[config.mk]
export PLATFORM = sky130hd
export DESIGN_NAME = sscc_ctrl
export DESIGN_NICKNAME = d
export VERILOG_FILES = /design/src/verilog/sscc_pkg.sv /design/src/verilog/sscc_sync2.sv /design/src/verilog/sscc_fifo.sv /design/src/verilog/sscc_ctrl.sv
export SDC_FILE = /design/constraint.sdc
export NUM_CORES = 1
export LEC_CHECK = 0
export BUFFER_PORTS_ARGS = -buffer_cell sky130_fd_sc_hd__buf_2
export CORE_AREA = 5 5 161 163
export DETAILED_ROUTE_END_ITERATION = 12
export DIE_AREA = 0 0 166 168
export HOLD_SLACK_MARGIN = 0.12
export MAX_ROUTING_LAYER = met4
export PLACE_DENSITY = 0.75
export SLEW_MARGIN = 0
export SYNTH_ARGS = -nofsm -noshare
export SYNTH_HDL_FRONTEND = slang
export SYNTH_SLANG_ARGS = --single-unit
[constraint.sdc]
create_clock -name mclk -period 3.9 [get_ports mclk]
set_input_delay 0.39 -clock mclk [delete_from_list [all_inputs] [get_ports mclk]]
set_output_delay 0.39 -clock mclk [all_outputs]
set_load 0.02 [all_outputs]
[src/verilog/sscc_pkg.sv]
// constants, field layout and state types of the synchronous serial channel control
//
// What this block does
// - mode field 00 gives 8-bit transfers, 01 gives 16-bit transfers, 10 gives a free-running clock.
// - the control register resets to zero, i.e. 8-bit, no tail, hold tail, prescaler, slowest ratio.
// - any control register write during a transfer halts that transfer.
// - tail enable 0 ends after the data bits, 1 appends a tail mark after the data.
// - with the tail enabled, latch select 0 sends a hold tail and 1 sends a latch tail.
// - clock source 0 drives the clock pin from the prescaler, 1 takes an external clock on it.
// - prescale codes 000 to 110 divide mclk by 1024,256,64,32,16,8,4; code 111 is subclock/4.
// - every completed transfer raises a completion request.
// - the channel uses a two-way clock pin, a data-in pin and a data-out pin.
// - the output pins can be switched to open-drain drive.
// - writing 1 to the start flag starts a transfer; the flag reads 1 until the transfer ends.
// - data leaves least significant bit first while input bits enter from the top.
// - an external clock falling edge after a completed transfer sets overrun; read-1 then write-0 clears it.
// - a read-only flag shows the tail mark being sent, low when idle or shifting data.
package sscc_pkg;

   // ----------------------------------------------------------------
   // register map (byte addresses)
   // ----------------------------------------------------------------
   localparam logic [15:0] SSCC_OFS_CTRL = 16'hffa0;
   localparam logic [15:0] SSCC_OFS_STAT = 16'hffa1;
   localparam logic [15:0] SSCC_OFS_UPPER = 16'hffa2;
   localparam logic [15:0] SSCC_OFS_LOWER = 16'hffa3;
   localparam logic [15:0] SSCC_OFS_RXQ_LO = 16'hffa4;
   localparam logic [15:0] SSCC_OFS_RXQ_HI = 16'hffa5;
   localparam logic [15:0] SSCC_OFS_AUX = 16'hffa6;
   localparam logic [15:0] SSCC_OFS_STOP = 16'hfffa;

   // ----------------------------------------------------------------
   // reset values and field positions
   // ----------------------------------------------------------------
   localparam logic [7:0] SSCC_CTRL_RST = 8'h00;
   localparam logic [7:0] SSCC_STAT_RST = 8'h9c;
   localparam logic [7:0] SSCC_STOP_RST = 8'hff;
   localparam logic [7:0] SSCC_AUX_RST = 8'h00;
   localparam logic [7:0] SSCC_STAT_FIXED = 8'h9c;
   localparam int SSCC_MODE_HI = 7;
   localparam int SSCC_MODE_LO = 6;
   localparam int SSCC_TAIL_EN = 5;
   localparam int SSCC_LATCH = 4;
   localparam int SSCC_SRC = 3;
   localparam int SSCC_ST_LEVEL = 6;
   localparam int SSCC_ST_OVR = 5;
   localparam int SSCC_ST_TAIL = 1;
   localparam int SSCC_ST_START = 0;
   localparam int SSCC_STOP_BIT = 7;
   localparam int SSCC_AUX_OD = 0;
   localparam int SSCC_AUX_FULL = 6;
   localparam int SSCC_AUX_EMPTY = 7;

   // ----------------------------------------------------------------
   // counts
   // ----------------------------------------------------------------
   localparam logic [4:0] SSCC_LAST8 = 5'h07;
   localparam logic [4:0] SSCC_LAST16 = 5'h0f;
   localparam logic [2:0] SSCC_TAIL_LAST = 3'h3;
   localparam int SSCC_FIFO_WIDTH = 16;
   localparam int SSCC_FIFO_DEPTH = 16;
   // half-period masks for mclk/1024 .. mclk/4
   localparam logic [9:0] SSCC_HALF_MASK [0:6] = '{10'h1ff, 10'h07f, 10'h01f, 10'h00f,
      10'h007, 10'h003, 10'h001};
   localparam logic [2:0] SSCC_SEL_SUB = 3'h7;

   typedef enum logic [1:0] {
      SSCC_M8 = 2'b00,
      SSCC_M16 = 2'b01,
      SSCC_MCONT = 2'b10,
      SSCC_MRSV = 2'b11
   } sscc_mode_e;

   typedef enum logic [2:0] {
      SSCC_IDLE = 3'b000,
      SSCC_SHIFT = 3'b001,
      SSCC_TAIL = 3'b011,
      SSCC_PARK = 3'b010,
      SSCC_CONT = 3'b110
   } sscc_state_e;

endpackage

[src/verilog/sscc_sync2.sv]
// two-flop synchroniser for one pin level
`timescale 1ns/1ps
module sscc_sync2 (
   input wire logic mclk,
   input wire logic rst_b,
   input wire logic pinIn,
   output logic pinSync
);
   logic stage1;

   // only the second flop is read outside
   always_ff @(posedge mclk) begin
      if (!rst_b) begin
         stage1 <= 1'b1;
         pinSync <= 1'b1;
      end else begin
         stage1 <= pinIn;
         pinSync <= stage1;
      end
   end
endmodule

[src/verilog/sscc_fifo.sv]
// received-word queue with valid/ready on both sides
`timescale 1ns/1ps
module sscc_fifo #(
   parameter int WIDTH = 16,
   parameter int DEPTH = 16
) (
   input wire logic mclk,
   input wire logic rst_b,
   input wire logic inValid,
   input wire logic [WIDTH-1:0] inData,
   output logic inReady,
   output logic outValid,
   output logic [WIDTH-1:0] outData,
   input wire logic outReady
);
   localparam int AW = $clog2(DEPTH);
   logic [WIDTH-1:0] mem [0:DEPTH-1];
   logic [AW:0] wrPtr;
   logic [AW:0] rdPtr;
   wire push = inValid && inReady;
   wire pop = outValid && outReady;

   // extra pointer bit tells full from empty
   assign inReady = (wrPtr[AW] == rdPtr[AW]) || (wrPtr[AW-1:0] != rdPtr[AW-1:0]);
   assign outValid = wrPtr != rdPtr;
   assign outData = mem[rdPtr[AW-1:0]];

   always_ff @(posedge mclk) begin
      if (push) begin
         mem[wrPtr[AW-1:0]] <= inData;
      end
   end

   // pointers
   always_ff @(posedge mclk) begin
      if (!rst_b) begin
         wrPtr <= '0;
         rdPtr <= '0;
      end else begin
         if (push) begin
            wrPtr <= wrPtr + 1'b1;
         end
         if (pop) begin
            rdPtr <= rdPtr + 1'b1;
         end
      end
   end
endmodule

[src/verilog/sscc_ctrl.sv]
// synchronous serial channel: registers, clock source, shifter, tail mark and pins
//
// Decided for this implementation: the address-and-strobe port.
`timescale 1ns/1ps
module sscc_ctrl
   import sscc_pkg::*;
(
   input wire logic mclk,
   input wire logic rst_b,
   input wire logic [15:0] regAddr,
   input wire logic [7:0] regWrData,
   input wire logic regWr,
   input wire logic regRd,
   output logic [7:0] regRdData,
   input wire logic sckIn,
   output logic sckOut,
   output logic sckOe,
   input wire logic siIn,
   output logic soOut,
   output logic soOe,
   input wire logic subClk,
   output logic xferDone
);

   // ----------------------------------------------------------------
   // register decode
   // ----------------------------------------------------------------
   logic [7:0] ctrl;
   logic [7:0] clkStop;
   logic [7:0] aux;
   logic [15:0] shreg;
   logic ovr;
   logic ovrSeen;
   logic soLvl;
   logic doneOnce;
   sscc_state_e state;

   wire ctrlWr = regWr && (regAddr == SSCC_OFS_CTRL);
   wire statWr = regWr && (regAddr == SSCC_OFS_STAT);
   wire upWr = regWr && (regAddr == SSCC_OFS_UPPER);
   wire loWr = regWr && (regAddr == SSCC_OFS_LOWER);
   wire auxWr = regWr && (regAddr == SSCC_OFS_AUX);
   wire stopWr = regWr && (regAddr == SSCC_OFS_STOP);
   wire statRd = regRd && (regAddr == SSCC_OFS_STAT);
   wire rxqPop = regRd && (regAddr == SSCC_OFS_RXQ_LO);

   // field views
   wire sscc_mode_e mode = sscc_mode_e'(ctrl[SSCC_MODE_HI:SSCC_MODE_LO]);
   wire tailEn = ctrl[SSCC_TAIL_EN];
   wire latchSel = ctrl[SSCC_LATCH];
   wire extClk = ctrl[SSCC_SRC];
   wire [2:0] preSel = ctrl[2:0];
   wire standby = !clkStop[SSCC_STOP_BIT];
   wire openDrain = aux[SSCC_AUX_OD];
   wire running = state != SSCC_IDLE;
   wire startReq = statWr && regWrData[SSCC_ST_START] && !running && !standby;
   wire tailFlag = state == SSCC_TAIL;
   wire [4:0] lastBit = (mode == SSCC_M16) ? SSCC_LAST16 : SSCC_LAST8;

   // ----------------------------------------------------------------
   // clock sources
   // ----------------------------------------------------------------
   logic [9:0] preCnt;
   logic subPrev;
   logic subHalf;
   logic extPrev;
   logic sckLvl;
   logic [4:0] bitCnt;
   logic [2:0] halfCnt;
   wire subSync;
   wire extSync;
   wire siSync;

   sscc_sync2 u_subSync (.mclk(mclk), .rst_b(rst_b), .pinIn(subClk), .pinSync(subSync));
   sscc_sync2 u_extSync (.mclk(mclk), .rst_b(rst_b), .pinIn(sckIn), .pinSync(extSync));
   sscc_sync2 u_siSync (.mclk(mclk), .rst_b(rst_b), .pinIn(siIn), .pinSync(siSync));

   // half-period ticks: prescaler mask, or every second subclock rise
   wire subRise = subSync && !subPrev;
   wire [9:0] halfMask = SSCC_HALF_MASK[(preSel == SSCC_SEL_SUB) ? 3'h0 : preSel];
   wire preTick = (preCnt & halfMask) == halfMask;
   wire subTick = subRise && subHalf;
   wire intTick = (preSel == SSCC_SEL_SUB) ? subTick : preTick;
   // edges of the clock that times the shifter
   wire extFall = extPrev && !extSync;
   wire extRise = !extPrev && extSync;
   wire riseEv = extClk ? extRise : (intTick && !sckLvl);
   wire fallEv = extClk ? extFall : (intTick && sckLvl);
   wire halfEv = riseEv || fallEv;

   // free-running dividers; the prescaler never stops so ratio changes take effect quickly
   always_ff @(posedge mclk) begin
      if (!rst_b) begin
         preCnt <= '0;
         subPrev <= 1'b1;
         subHalf <= 1'b0;
         extPrev <= 1'b1;
      end else begin
         preCnt <= preCnt + 10'h001;
         subPrev <= subSync;
         subHalf <= subRise ? !subHalf : subHalf;
         extPrev <= extSync;
      end
   end

   // ----------------------------------------------------------------
   // transfer engine
   // ----------------------------------------------------------------
   wire fifoInRdy;
   wire fifoOutVal;
   wire [15:0] fifoOutData;
   wire finish = (state == SSCC_PARK) && fifoInRdy; // queue full keeps the channel busy
   wire lastRise = (state == SSCC_SHIFT) && riseEv && (bitCnt == lastBit);
   wire haltReq = (ctrlWr && running) || standby;

   sscc_state_e next_state;
   always_comb begin
      next_state = state;
      case (state)
         SSCC_IDLE: begin
            if (startReq) begin
               next_state = (mode == SSCC_MCONT) ? SSCC_CONT : SSCC_SHIFT;
            end
         end
         SSCC_SHIFT: begin
            if (lastRise) begin
               next_state = tailEn ? SSCC_TAIL : SSCC_PARK;
            end
         end
         SSCC_TAIL: begin
            if (halfEv && (halfCnt == SSCC_TAIL_LAST)) begin
               next_state = SSCC_PARK;
            end
         end
         SSCC_PARK: begin
            if (fifoInRdy) begin
               next_state = SSCC_IDLE;
            end
         end
         SSCC_CONT: next_state = SSCC_CONT;
         default: next_state = SSCC_IDLE;
      endcase
      if (haltReq) begin
         next_state = SSCC_IDLE;
      end
   end

   // state, counters and internal clock level
   always_ff @(posedge mclk) begin
      if (!rst_b) begin
         state <= SSCC_IDLE;
         bitCnt <= '0;
         halfCnt <= '0;
         sckLvl <= 1'b1;
      end else begin
         state <= next_state;
         bitCnt <= (state != SSCC_SHIFT) ? 5'h00 : (riseEv ? bitCnt + 5'h01 : bitCnt);
         halfCnt <= (state != SSCC_TAIL) ? 3'h0 : (halfEv ? halfCnt + 3'h1 : halfCnt);
         if (next_state == SSCC_IDLE || next_state == SSCC_PARK) begin
            sckLvl <= 1'b1;
         end else if (intTick && running) begin
            sckLvl <= !sckLvl;
         end
      end
   end

   // shift register: lsb leaves first, input enters from the top
   always_ff @(posedge mclk) begin
      if (state == SSCC_SHIFT && riseEv) begin
         if (mode == SSCC_M16) begin
            shreg <= {siSync, shreg[15:1]};
         end else begin
            shreg[7:0] <= {siSync, shreg[7:1]};
         end
      end else begin
         if (upWr) begin
            shreg[15:8] <= regWrData;
         end
         if (loWr) begin
            shreg[7:0] <= regWrData;
         end
      end
   end

   // data-out level: last bit is held after a transfer without tail, tail level during and after the mark
   always_ff @(posedge mclk) begin
      if (!rst_b) begin
         soLvl <= 1'b0;
      end else if (startReq && mode != SSCC_MCONT) begin
         soLvl <= shreg[0];
      end else if (state == SSCC_SHIFT && riseEv && !lastRise) begin
         soLvl <= shreg[1];
      end else if (lastRise && tailEn) begin
         soLvl <= !latchSel;
      end else if (statWr && !running) begin
         soLvl <= regWrData[SSCC_ST_LEVEL];
      end
   end

   // overrun: set wins over the clear, clear needs a prior read of 1
   always_ff @(posedge mclk) begin
      if (!rst_b) begin
         ovr <= 1'b0;
         ovrSeen <= 1'b0;
         doneOnce <= 1'b0;
      end else begin
         doneOnce <= finish ? 1'b1 : (startReq ? 1'b0 : doneOnce);
         if (extClk && !running && doneOnce && fallEv) begin
            ovr <= 1'b1;
         end else if (statWr && !regWrData[SSCC_ST_OVR] && ovrSeen) begin
            ovr <= 1'b0;
         end
         ovrSeen <= (statRd && ovr) ? 1'b1 : (ovr ? ovrSeen : 1'b0);
      end
   end

   // ----------------------------------------------------------------
   // software registers and read path
   // ----------------------------------------------------------------
   always_ff @(posedge mclk) begin
      if (!rst_b) begin
         ctrl <= SSCC_CTRL_RST;
         clkStop <= SSCC_STOP_RST;
         aux <= SSCC_AUX_RST;
      end else begin
         ctrl <= ctrlWr ? regWrData : ctrl;
         clkStop <= stopWr ? regWrData : clkStop;
         aux <= auxWr ? {7'h00, regWrData[SSCC_AUX_OD]} : aux;
      end
   end

   wire [7:0] statView = SSCC_STAT_FIXED | {1'b0, soLvl, ovr, 3'b000, tailFlag, running};
   wire [7:0] auxView = {!fifoOutVal, !fifoInRdy, 5'h00, openDrain};
   logic [7:0] next_rdData;
   always_comb begin
      next_rdData = 8'h00;
      case (regAddr)
         SSCC_OFS_CTRL: next_rdData = ctrl;
         SSCC_OFS_STAT: next_rdData = statView;
         SSCC_OFS_UPPER: next_rdData = shreg[15:8];
         SSCC_OFS_LOWER: next_rdData = shreg[7:0];
         SSCC_OFS_RXQ_LO: next_rdData = fifoOutData[7:0];
         SSCC_OFS_RXQ_HI: next_rdData = fifoOutData[15:8];
         SSCC_OFS_AUX: next_rdData = auxView;
         SSCC_OFS_STOP: next_rdData = clkStop;
         default: next_rdData = 8'h00;
      endcase
   end

   // received words queue up so software can fall behind by a few transfers
   sscc_fifo #(.WIDTH(SSCC_FIFO_WIDTH), .DEPTH(SSCC_FIFO_DEPTH)) u_rxq (
      .mclk(mclk),
      .rst_b(rst_b),
      .inValid(state == SSCC_PARK),
      .inData(shreg),
      .inReady(fifoInRdy),
      .outValid(fifoOutVal),
      .outData(fifoOutData),
      .outReady(rxqPop)
   );

   // ----------------------------------------------------------------
   // registered outputs and pins
   // ----------------------------------------------------------------
   wire intDrive = !extClk && !standby;
   always_ff @(posedge mclk) begin
      if (!rst_b) begin
         regRdData <= 8'h00;
         xferDone <= 1'b0;
         sckOut <= 1'b1;
         sckOe <= 1'b1;
         soOut <= 1'b0;
         soOe <= 1'b1;
      end else begin
         regRdData <= regRd ? next_rdData : 8'h00;
         xferDone <= finish;
         // open-drain only pulls low, the line idles high on its pull-up
         sckOut <= openDrain ? 1'b0 : sckLvl;
         sckOe <= intDrive && (!openDrain || !sckLvl);
         soOut <= openDrain ? 1'b0 : soLvl;
         soOe <= !openDrain || !soLvl;
      end
   end

   // ----------------------------------------------------------------
   // checks
   // ----------------------------------------------------------------
   chk_ctrl_reset_zero: assert property (@(posedge mclk) disable iff (!rst_b)
      $rose(rst_b) |-> ctrl == SSCC_CTRL_RST) else $error("control not zero after reset");
   chk_ctrl_write_halt: assert property (@(posedge mclk) disable iff (!rst_b)
      ctrlWr && running |=> state == SSCC_IDLE) else $error("control write did not halt");
   chk_start_busy: assert property (@(posedge mclk) disable iff (!rst_b)
      startReq |=> running && statView[SSCC_ST_START]) else $error("start did not set busy");
   chk_done_pulse: assert property (@(posedge mclk) disable iff (!rst_b)
      finish && !haltReq |=> xferDone && !running) else $error("completion not reported");
   chk_bit_count: assert property (@(posedge mclk) disable iff (!rst_b)
      lastRise && !haltReq && !tailEn |=> state == SSCC_PARK && $past(bitCnt) == lastBit)
      else $error("transfer ended on wrong bit");
   chk_tail_cause: assert property (@(posedge mclk) disable iff (!rst_b)
      $rose(tailFlag) |-> $past(tailEn) && $past(state) == SSCC_SHIFT)
      else $error("tail mark without tail enable");
   chk_ext_no_drive: assert property (@(posedge mclk) disable iff (!rst_b)
      extClk ##1 extClk |-> !sckOe) else $error("clock pin driven with external source");
   chk_ovr_set: assert property (@(posedge mclk) disable iff (!rst_b)
      extClk && !running && doneOnce && fallEv |=> ovr) else $error("overrun not flagged");
   chk_lsb_shift: assert property (@(posedge mclk) disable iff (!rst_b)
      state == SSCC_SHIFT && riseEv && !upWr && !loWr |=> shreg[6:0] == $past(shreg[7:1]))
      else $error("shift direction wrong");
endmodule

Word level (Yosys, flattened, before mapping):

Memory sizes are Yosys's and may differ from the RTL's. A register that Yosys moved wholly into a read port is not among the register bits.
Cells that the tools add are included.

* word-level logic and storage cells: 176
* input port bits: 31
* memories kept: 2
* output and inout bits: 13
* ROM bits: 80
* memory bits (writable): 256
* bits in registers: 91

* equality and inequality tests: 27
* order comparisons: 1
* reduce and logical (&&, ||, !) cells: 71
* multiplexer cells: 36
* $add $sub $neg: 5
* bitwise gates (word level): 3

Memory list
* u_rxq.mem: depth 16, bits a word 16, rd ports 1, clocked after memory_dff 1, write ports 1, line sscc_fifo.sv:17 `logic [WIDTH-1:0] mem [0:DEPTH-1];`
* (no name shown): depth 8, bits a word 10, rd ports 1, clocked after memory_dff 0, write ports 0, line sscc_ctrl.sv:80 `wire [9:0] halfMask = SSCC_HALF_MASK[(preSel == SSCC_SEL_SUB) ? 3'h0 : preSel];`

Operators by type and width (count)
* $eq A16 B16 Y1 const B: 8
* $pmux W8 S8: 1
* $logic_and A1 B1 Y1: 36
* $mux W8: 4
* $mux W3: 7
* $mux W10: 2
* $mux W1: 17
* $mux W16: 1
* $add A5 B1 Y5 const B: 3
* $logic_not A1 Y1: 15
* $pmux W3 S5: 1
* $eq A3 B2 Y1 const B: 4
* $mux W4: 3
* $add A10 B1 Y10 const B: 1
* $and A10 B10 Y10: 1
* $eq A10 B10 Y1: 1
* $reduce_bool A2 Y1: 4
* $reduce_or A2 Y1: 4
* $eq A3 B3 Y1 const B: 2
* $logic_not A3 Y1: 2
* $logic_or A1 B1 Y1: 6
* $eq A5 B4 Y1: 1
* $ne A5 B5 Y1: 1
* $ge A4 B4 Y1 const B: 1
* other kinds (15): 17

Depth between registers and ports, before layout:

Gate-level depths: netlist of the first run.

* depth after elaboration: 19
* gate-level depth with buffers: 9
* depth with buffers taken out: 7

By module:

Synthesis of the first run repeated with hierarchy kept, for this count alone.

* cell total of the unflattened synthesis: 877
* area, all modules: 14441.4 um^2

Modules (own cells, without submodules)
* sscc_fifo: cells each 462, sequential area each 7967.6 um^2, area each 10665.2 um^2, times used 1
* sscc_ctrl: cells each 403, sequential area each 1641.6 um^2, area each 3618.5 um^2, times used 1
* sscc_sync2: cells each 4, sequential area each 40.0 um^2, area each 52.6 um^2, times used 3

Least setup slack after synthesis of the first run:

OpenSTA, ideal clock, no wires.

* kind: register -> register
* from: register u_rxq.wrPtr[3]
* to: memory u_rxq.mem[3][0] (enable)
* arrival: 2366 ps
* stages on the path, launching flop included: 8
* path buffers: 2
* setup time: 409 ps
* clock period less this slack: 2775 ps
* path slack: 1125 ps
* data required time: 3491 ps
* cell sequence: dfxtp_1 -> buf_2 -> xnor2_1 -> nand4_1 -> o211a_1 -> buf_2 -> nand2_1 -> nor3_1

* cells in the longest elaborated chain, start to end: 5

Ends and longest elaborated chain
* start: declaration: line sscc_fifo.sv:18 `logic [AW:0] wrPtr;`
* start signal: assignment: line sscc_fifo.sv:41 `wrPtr <= wrPtr + 1'b1;`
* $ne A4 B4 Y1: line sscc_fifo.sv:24 `assign inReady = (wrPtr[AW] == rdPtr[AW]) || (wrPtr[AW-1:0] != rdPtr[AW-1:0]);`
* $logic_or A1 B1 Y1: line sscc_fifo.sv:24
* $logic_and A1 B1 Y1: line sscc_fifo.sv:20 `wire push = inValid && inReady;`
* $mux W1: line sscc_fifo.sv:29 `if (push) begin`
* $mux W1 (implied by the code): line sscc_fifo.sv:30 `mem[wrPtr[AW-1:0]] <= inData;`
* end: declaration: line sscc_fifo.sv:17

Several ways; a longest one is shown, not always the timed one.

Worst setup path in the final report of the first run:

* from: register u_rxq.wrPtr[3]
* to: memory u_rxq.mem[3][11] (enable)

The elaborated chain is that of the path after synthesis.

==> impl_results.md, run 1 <==
* Outcome: finished, final reports clean
* Sequential area share after synthesis at 0.6817
* FMAX at 349.6 MHz
* H-Tree Depth at 2
* CTS clock-pin slew for the worst setup and hold paths at 0.06 ns
* Postcts setup bufs at 0
* Final clock skew at 0.02277 ns
* Largest net degree at the start of global routing at 65
* Area grow syn2layout at 12.96%
* Max-cap violations at 0
* Clock Sinks at 350
* Post-synth EDFFs at 272
* Worst Setup SP: u_rxq.wrPtr[3]
* Worst setup SP type: flop
* Hold Fails Final Rpt at 0
* Worst-Skew Late Latency at 0.52 ns
* Yosys reg bits at 350
* Hold wc startpoint: regWrData[3]
* Starting Density at 0.5903
* Post-synth top flop: edfxtp_1
* Post-Route WL at 32.91 mm
* Drt drc at 0
* Min Clock Period, post-route at 2.861 ns
* CP Class: flop to flop
* Drt pass-1 iters at 5
* CP Data Required Time at 4.10 ns
* Gr usage total at 0.2435
* Number of global-route vias before repair at 8108
* CP endpoint kind: flop
* R2R Path Start: u_rxq.wrPtr[3]
* PortBufs at 43
* Hpwl dp at 20.57 mm
* CTS max path bufs at 3
* Die width at 166 um
* Site Rows at 57
* Power per cell area at 456.7 mW/mm^2
* Routed length per instance at 25.63 um
* NumNets Final at 973
* Die area at 0.02789 sq mm
* Max_slew headroom at 0.2030
* RSZ-0062 raised after global routing: no
* CTS buffer count at 35
* Cell area after synthesis at 0.01427 sq mm
* CTS tree: built
* Top-level I/O count at 44
* DR vias at 8064
* Util after Layout at 0.6668
* Syn_nets at 907
* Root Buffer: clkbuf_16
* Distinct cells, synth at 67
* Crit Path Max Fanout at 10
* DRT iter0 DRCs at 901
* Die height at 168 um
* Placed Cells at 1217
* VDD IR max at 0.2991 mV
* WHS at 0.1465 ns
* First-pass GRT wire length at 49.82 mm
* Worst-Margin Slew at 1.194 ns
* Critical path arrival at 3.06 ns
* Max Slew Vio Count at 0
* Mean Syn Cell Area at 16.46 sq um
* Gate Count Post-Synth at 867
* Setup TNS Final at 0 ns
* Leakage at 0.005365 uW
* Fin cells at 1284
* Core Area at 0.02418 sq mm
* GP Congestion at 0.9019
* Ys Warns at 0
* Final antenna-violating net count at 0
* Final period util at 0.7335
* Hold Path Class: input pin to flop
* Count of final setup violators at 0
* Async SR Flop Fraction at 0
* # diodes at 0
* Via-per-instance ratio at 6.280
* Initial antenna violation count at 0
* Share of layout cells above drive strength 1 at 0.2479
* GR Overflow Total at 0
[critical path, stage by stage (launching register included)]
cell and delay (ns):
dfxtp_1 0.56, xnor2_1 0.11, nand4_1 0.23, o211a_1 0.37, nand2_1 0.27, nor3_2 0.65
buf_4 0.34
[cell type report]
| cell class | count | area [sq um] |
|---|---|---|
| Tap cell | 324 | 405.4 |
| Multi-Input combinational cell | 459 | 4344 |
| Sequential cell | 350 | 9734 |
| Inverter | 18 | 67.56 |
| Clock buffer | 45 | 943.4 |
| Fill cell | 1614 | 8056 |
| Clock inverter | 19 | 182.7 |
| Timing Repair Buffer | 69 | 442.9 |
[layer usage]
metal	vias to the layer above	share of wire	global-route usage
met3	60	0.090	0.04033
li1	3508	-	-
met1	4063	0.39	0.3291
met2	433	0.49	0.3924
met5	-	0	-
met4	0	0.027	0.06671
[placed cells by master, fill, tap and decap left out, drive strengths merged, types with 5 or more instances in the layout]
cell / n
a21boi: 10
a21oi: 11
and2: 22
and3: 6
buf: 66
clkbuf: 45
clkinv: 12
dfxtp: 78
edfxtp: 272
ha: 9
inv: 21
mux2i: 15
mux4: 84
nand2: 93
nand2b: 14
nand3: 14
nand4: 16
nor2: 36
nor2b: 9
nor3: 12
nor4: 5
o21ai: 14
o221ai: 7
xnor2: 19
xor2: 9
[repair_timing]
action / CTS / global route
resized for setup: 0 / 0
hold buffers: 3 / 0
hold endpoints to repair: 3 / 0
[power by group]
| part | switching (uW) | total, uW | leakage (uW) | internal [uW] |
|---|---|---|---|---|
| sequential | 5.91 | 3980 | 0.00308 | 3970 |
| clock | 1380 | 3300 | 0.000555 | 1920 |
| combinational | 52.9 | 85.8 | 0.00173 | 32.9 |
[sequential cells by signal, indices dropped and copies added, names as in the netlist, 3 cells and up, named ones only]
signal	count
u_rxq.rdPtr	5
bitCnt	5
u_rxq.mem	256
u_rxq.wrPtr	5
ctrl	8
preCnt	9
shreg	16
state	3
regRdData	8
clkStop	8
halfCnt	3
[cells by family (layout without fill, tap and decap cells)]
| kind of cell | Yosys count | after routing | synth area share |
|---|---|---|---|
| compound gates | 79 | 79 | 0.04138 |
| xor+xnor | 28 | 28 | 0.01718 |
| fa+ha+maj | 9 | 9 | 0.007891 |
| buf+inv | 58 | 151 | 0.01736 |
| flops | 350 | 350 | 0.6817 |
| mux | 101 | 101 | 0.1447 |
| simple gates | 242 | 242 | 0.08978 |
[cell usage after synthesis, types with 2 or more instances]
cell      count  area share
o221ai_1      7      0.0043
mux2_2        2      0.0016
a22oi_1       4      0.0021
mux2i_1      15       0.011
o221a_2       2      0.0016
edfxtp_1    272        0.57
buf_1         4      0.0011
xnor2_1      19       0.012
buf_2        15      0.0053
and3_1        6      0.0026
a31oi_1       3      0.0013
a222oi_1      3      0.0021
mux4_2       84        0.13
nand3b_1      4      0.0021
nor4_4        3      0.0045
nand2_1      93       0.024
nand3_1      14      0.0049
nor2b_1       9      0.0039
a211oi_1      2      0.0011
a21boi_0      9      0.0047
and2_1       21      0.0092
or3_1         4      0.0018
xor2_1        9      0.0055
clkbuf_1     19      0.0050
inv_1        18      0.0047
nor2_1       36      0.0095
a21o_1        4      0.0021
nand4_1      13      0.0057
nand4_2       2      0.0018
o21a_1        3      0.0016
o31ai_1       2      0.0011
o21ai_0      14      0.0049
dfxtp_1      78        0.11
nand2b_1     14      0.0061
a21oi_1      11      0.0039
ha_1          9      0.0079
nor3_1       10      0.0035
[final timing paths]
path	cells after the start	endpoint	slack (ns)
worst min-delay path	3	clkStop[3]	0.15
worst max-delay path	6	u_rxq.mem[3][11]	1.04
worst max register to register	6	u_rxq.mem[3][11]	1.04
worst min register to register	1	u_subSync.pinSync	0.41
[stage by stage]
| stage | area (sq um) | power (uW) | worst slack [ns] |
|---|---|---|---|
| floorplan | 14270 | 4103 | 1.125 |
| global placement | 14960 | 4138 | 1.197 |
| detailed placement | 14960 | 4138 | 1.046 |
| CTS | 16120 | 7404 | 1.048 |
| global route | 16120 | 7584 | 0.8182 |
| finish | 16120 | 7362 | 1.039 |
(Power assumes the default switching activity.)
==> run 2: changes to the inputs <==
- CORE_AREA: 5 5 161 163 -> 5 5 166 168
- DIE_AREA: 0 0 166 168 -> 0 0 171 173
- PLACE_DENSITY: 0.75 -> 0.74
- clock period: 3.9 -> 2.51 ns (I/O delays scaled with it)
==> run 2 against run 1 <==
Net effect: combinational power grew 81%; power up 58%; sequential share of layout area shrank 2.6 points; fmax is 28% higher; first-iteration DRC count rose by 7.2%; register-to-register slack lost 0.76 ns; non-clock buffer count up 56; final area increased by 4.6%; critical path type unchanged; wire length up 5.0%; sequential power is 55% higher; via count is 4.8% higher.
==> impl_results.md, run 2 (synthesized netlist as in run 1, its figures left out) <==
* Hpwl dp at 20.70 mm
* Drt pass-1 iters at 7
* CTS buffer count at 35
* Clock Sinks at 350
* Die height at 173 um
* Area grow syn2layout at 18.12%
* CTS max path bufs at 3
* R2R Path End: regRdData[0]
* Post_cts resized at 0
* Top-level I/O count at 44
* Most common cell after layout, fill and taps aside: edfxtp_1
* Gr usage total at 0.2436
* R2R Path Start: state[1]
* NumNets Final at 1029
* Starting Density at 0.5539
* CP cell instances: or3_1, mux4_2, a222oi_1, o221ai_1
* Final period util at 0.8891
* DR vias at 8450
* VDD IR max at 0.5070 mV
* Power per cell area at 688.6 mW/mm^2
* Core Area at 0.02576 sq mm
* Max reg flops at 256
* Leakage at 0.005717 uW
* Count of final setup violators at 0
* Postcts setup bufs at 0
* CP endpoint kind: flop
* CP Class: flop to flop
* PortBufs at 43
* Max Slew Vio Count at 0
* Worst setup SP type: flop
* Routed length per instance at 25.58 um
* Worst-Margin Slew at 0.7337 ns
* Crit path max-delay cell type: a222oi_1
* Share of layout cells above drive strength 1 at 0.2815
* Area of the multi-input gates at 0.004344 sq mm
* First-pass GRT wire length at 52.49 mm
* Max-cap violations at 0
* Critical path's top delay family: compound AO/OA/AOI/OAI gates
* Highest-count cells in the layout ignoring fill and taps: edfxtp_1, nand2_1, mux4_2, dfxtp_1, buf_4
* Die area at 0.02958 sq mm
* # diodes at 0
* DRT iter0 DRCs at 966
* GP Congestion at 0.9261
* FMAX at 448.1 MHz
* Final WS setup at 0.2782 ns
* Critical path arrival at 2.59 ns
* Crit Path Max Fanout at 7
* Register area at 0.009734 sq mm
* Crit path depth at 4
* Largest net degree at the start of global routing at 60
* Via-per-instance ratio at 6.255
* Max_slew headroom at 0.5109
* Critical path buffer and inverter count at 0
* Worst-Skew Late Latency at 0.52 ns
* Fill count at 1690
* Hold Path Class: input pin to flop
* CP Data Required Time at 2.87 ns
* Drt drc at 0
* Reg2Reg Depth at 4
* Post-Route WL at 34.56 mm
* Power, Total at 11610 uW
* RSZ-0062 raised after global routing: no
* Setup TNS Final at 0 ns
* Place WS at 0.2947 ns
* Root Buffer: clkbuf_16
* WHS at 0.2091 ns
* FF-to-FF setup slack at 0.28 ns
* Worst path max stage delay at 0.59 ns
* Outcome: finished, final reports clean
* Initial antenna violation count at 0
* Min Clock Period, post-route at 2.232 ns
* Worst setup path endpoint: regRdData[0]
* Hold Buf Count CTS at 12
* GR Overflow Total at 0
* Final clock skew at 0.01139 ns
* Final antenna-violating net count at 0
* Hold Fails Final Rpt at 0
* Number of global-route vias before repair at 8557
* Util after Layout at 0.6543
* CTS tree: built
* CTS clock-pin slew for the worst setup and hold paths at 0.06 ns
* Site Rows at 59
* Die width at 171 um
* H-Tree Depth at 2
* Worst Setup SP: state[1]
-- run 2: cell count changes in the layout (fill, tap and decap cells not counted) --
| cell | before | now |
|---|---|---|
| buf_4 | 21 | 49 |
| buf_12 | 2 | 21 |
| dlygate4sd3_1 | 3 | 12 |
| clkbuf_16 | 35 | 37 |
| clkinv_1 | 4 | 2 |
| inv_6 | 3 | 1 |
| clkbuf_1 | 7 | 8 |
| clkinv_2 | 7 | 8 |
| clkinv_8 | 0 | 1 |
| clkinvlp_4 | 1 | 0 |
-- run 2: worst min path at each step --
| stage | slack, ns | depth (start not counted) | start | endpoint |
|---|---|---|---|---|
| 2_1_floorplan | 0.35 | 1 | rst_b | extPrev |
| 3_3_place_gp | 0.39 | 1 | u_extSync.stage1 | u_extSync.pinSync |
| 3_5_place_dp | 0.40 | 1 | u_extSync.stage1 | u_extSync.pinSync |
| 4_1_cts | 0.19 | 4 | regWr | aux[0] |
| 5_1_grt | 0.23 | 4 | regWr | aux[0] |
| 6_report | 0.21 | 4 | regWr | aux[0] |
-- run 2: routing by layer --
metal | GRT usage | vias to the layer above | wire length [um]
li1 | - | 3629 | -
met1 | 0.3257 | 4256 | 12930
met2 | 0.3928 | 476 | 17400
met3 | 0.03950 | 89 | 3225
met4 | 0.06801 | 0 | 998
met5 | - | - | 0
-- run 2: worst min-delay path, stage by stage --
cell	delay, ns
buf_2	0.16
nand2_1	0.10
mux2i_1	0.07
nor2b_1	0.09
-- run 2: final cells by class --
| class | count | area share |
|---|---|---|
| well taps | 335 | 0.02486 |
| clock inverters | 16 | 0.01017 |
| multi-input cells | 459 | 0.2577 |
| repair buffers | 125 | 0.06665 |
| clock buffers | 48 | 0.05916 |
| inverters | 18 | 0.004008 |
| flip-flops and latches | 350 | 0.5775 |
-- run 2: power breakdown --
group | internal (uW) | total, uW | leakage, uW | switching, uW
registers | 6170 | 6180 | 0.00308 | 8.41
logic | 64.4 | 155 | 0.00206 | 90.7
clock network | 3110 | 5280 | 0.000579 | 2160
-- run 2: stage by stage --
| stage | instance area [sq um] | std cells |
|---|---|---|
| 3_3_place_gp | 15570 | 1275 |
| 5_1_grt | 16860 | 1351 |
| 6_report | 16860 | 1351 |
| 3_5_place_dp | 15570 | 1275 |
| 2_1_floorplan | 14280 | 867 |
| 4_1_cts | 16860 | 1351 |
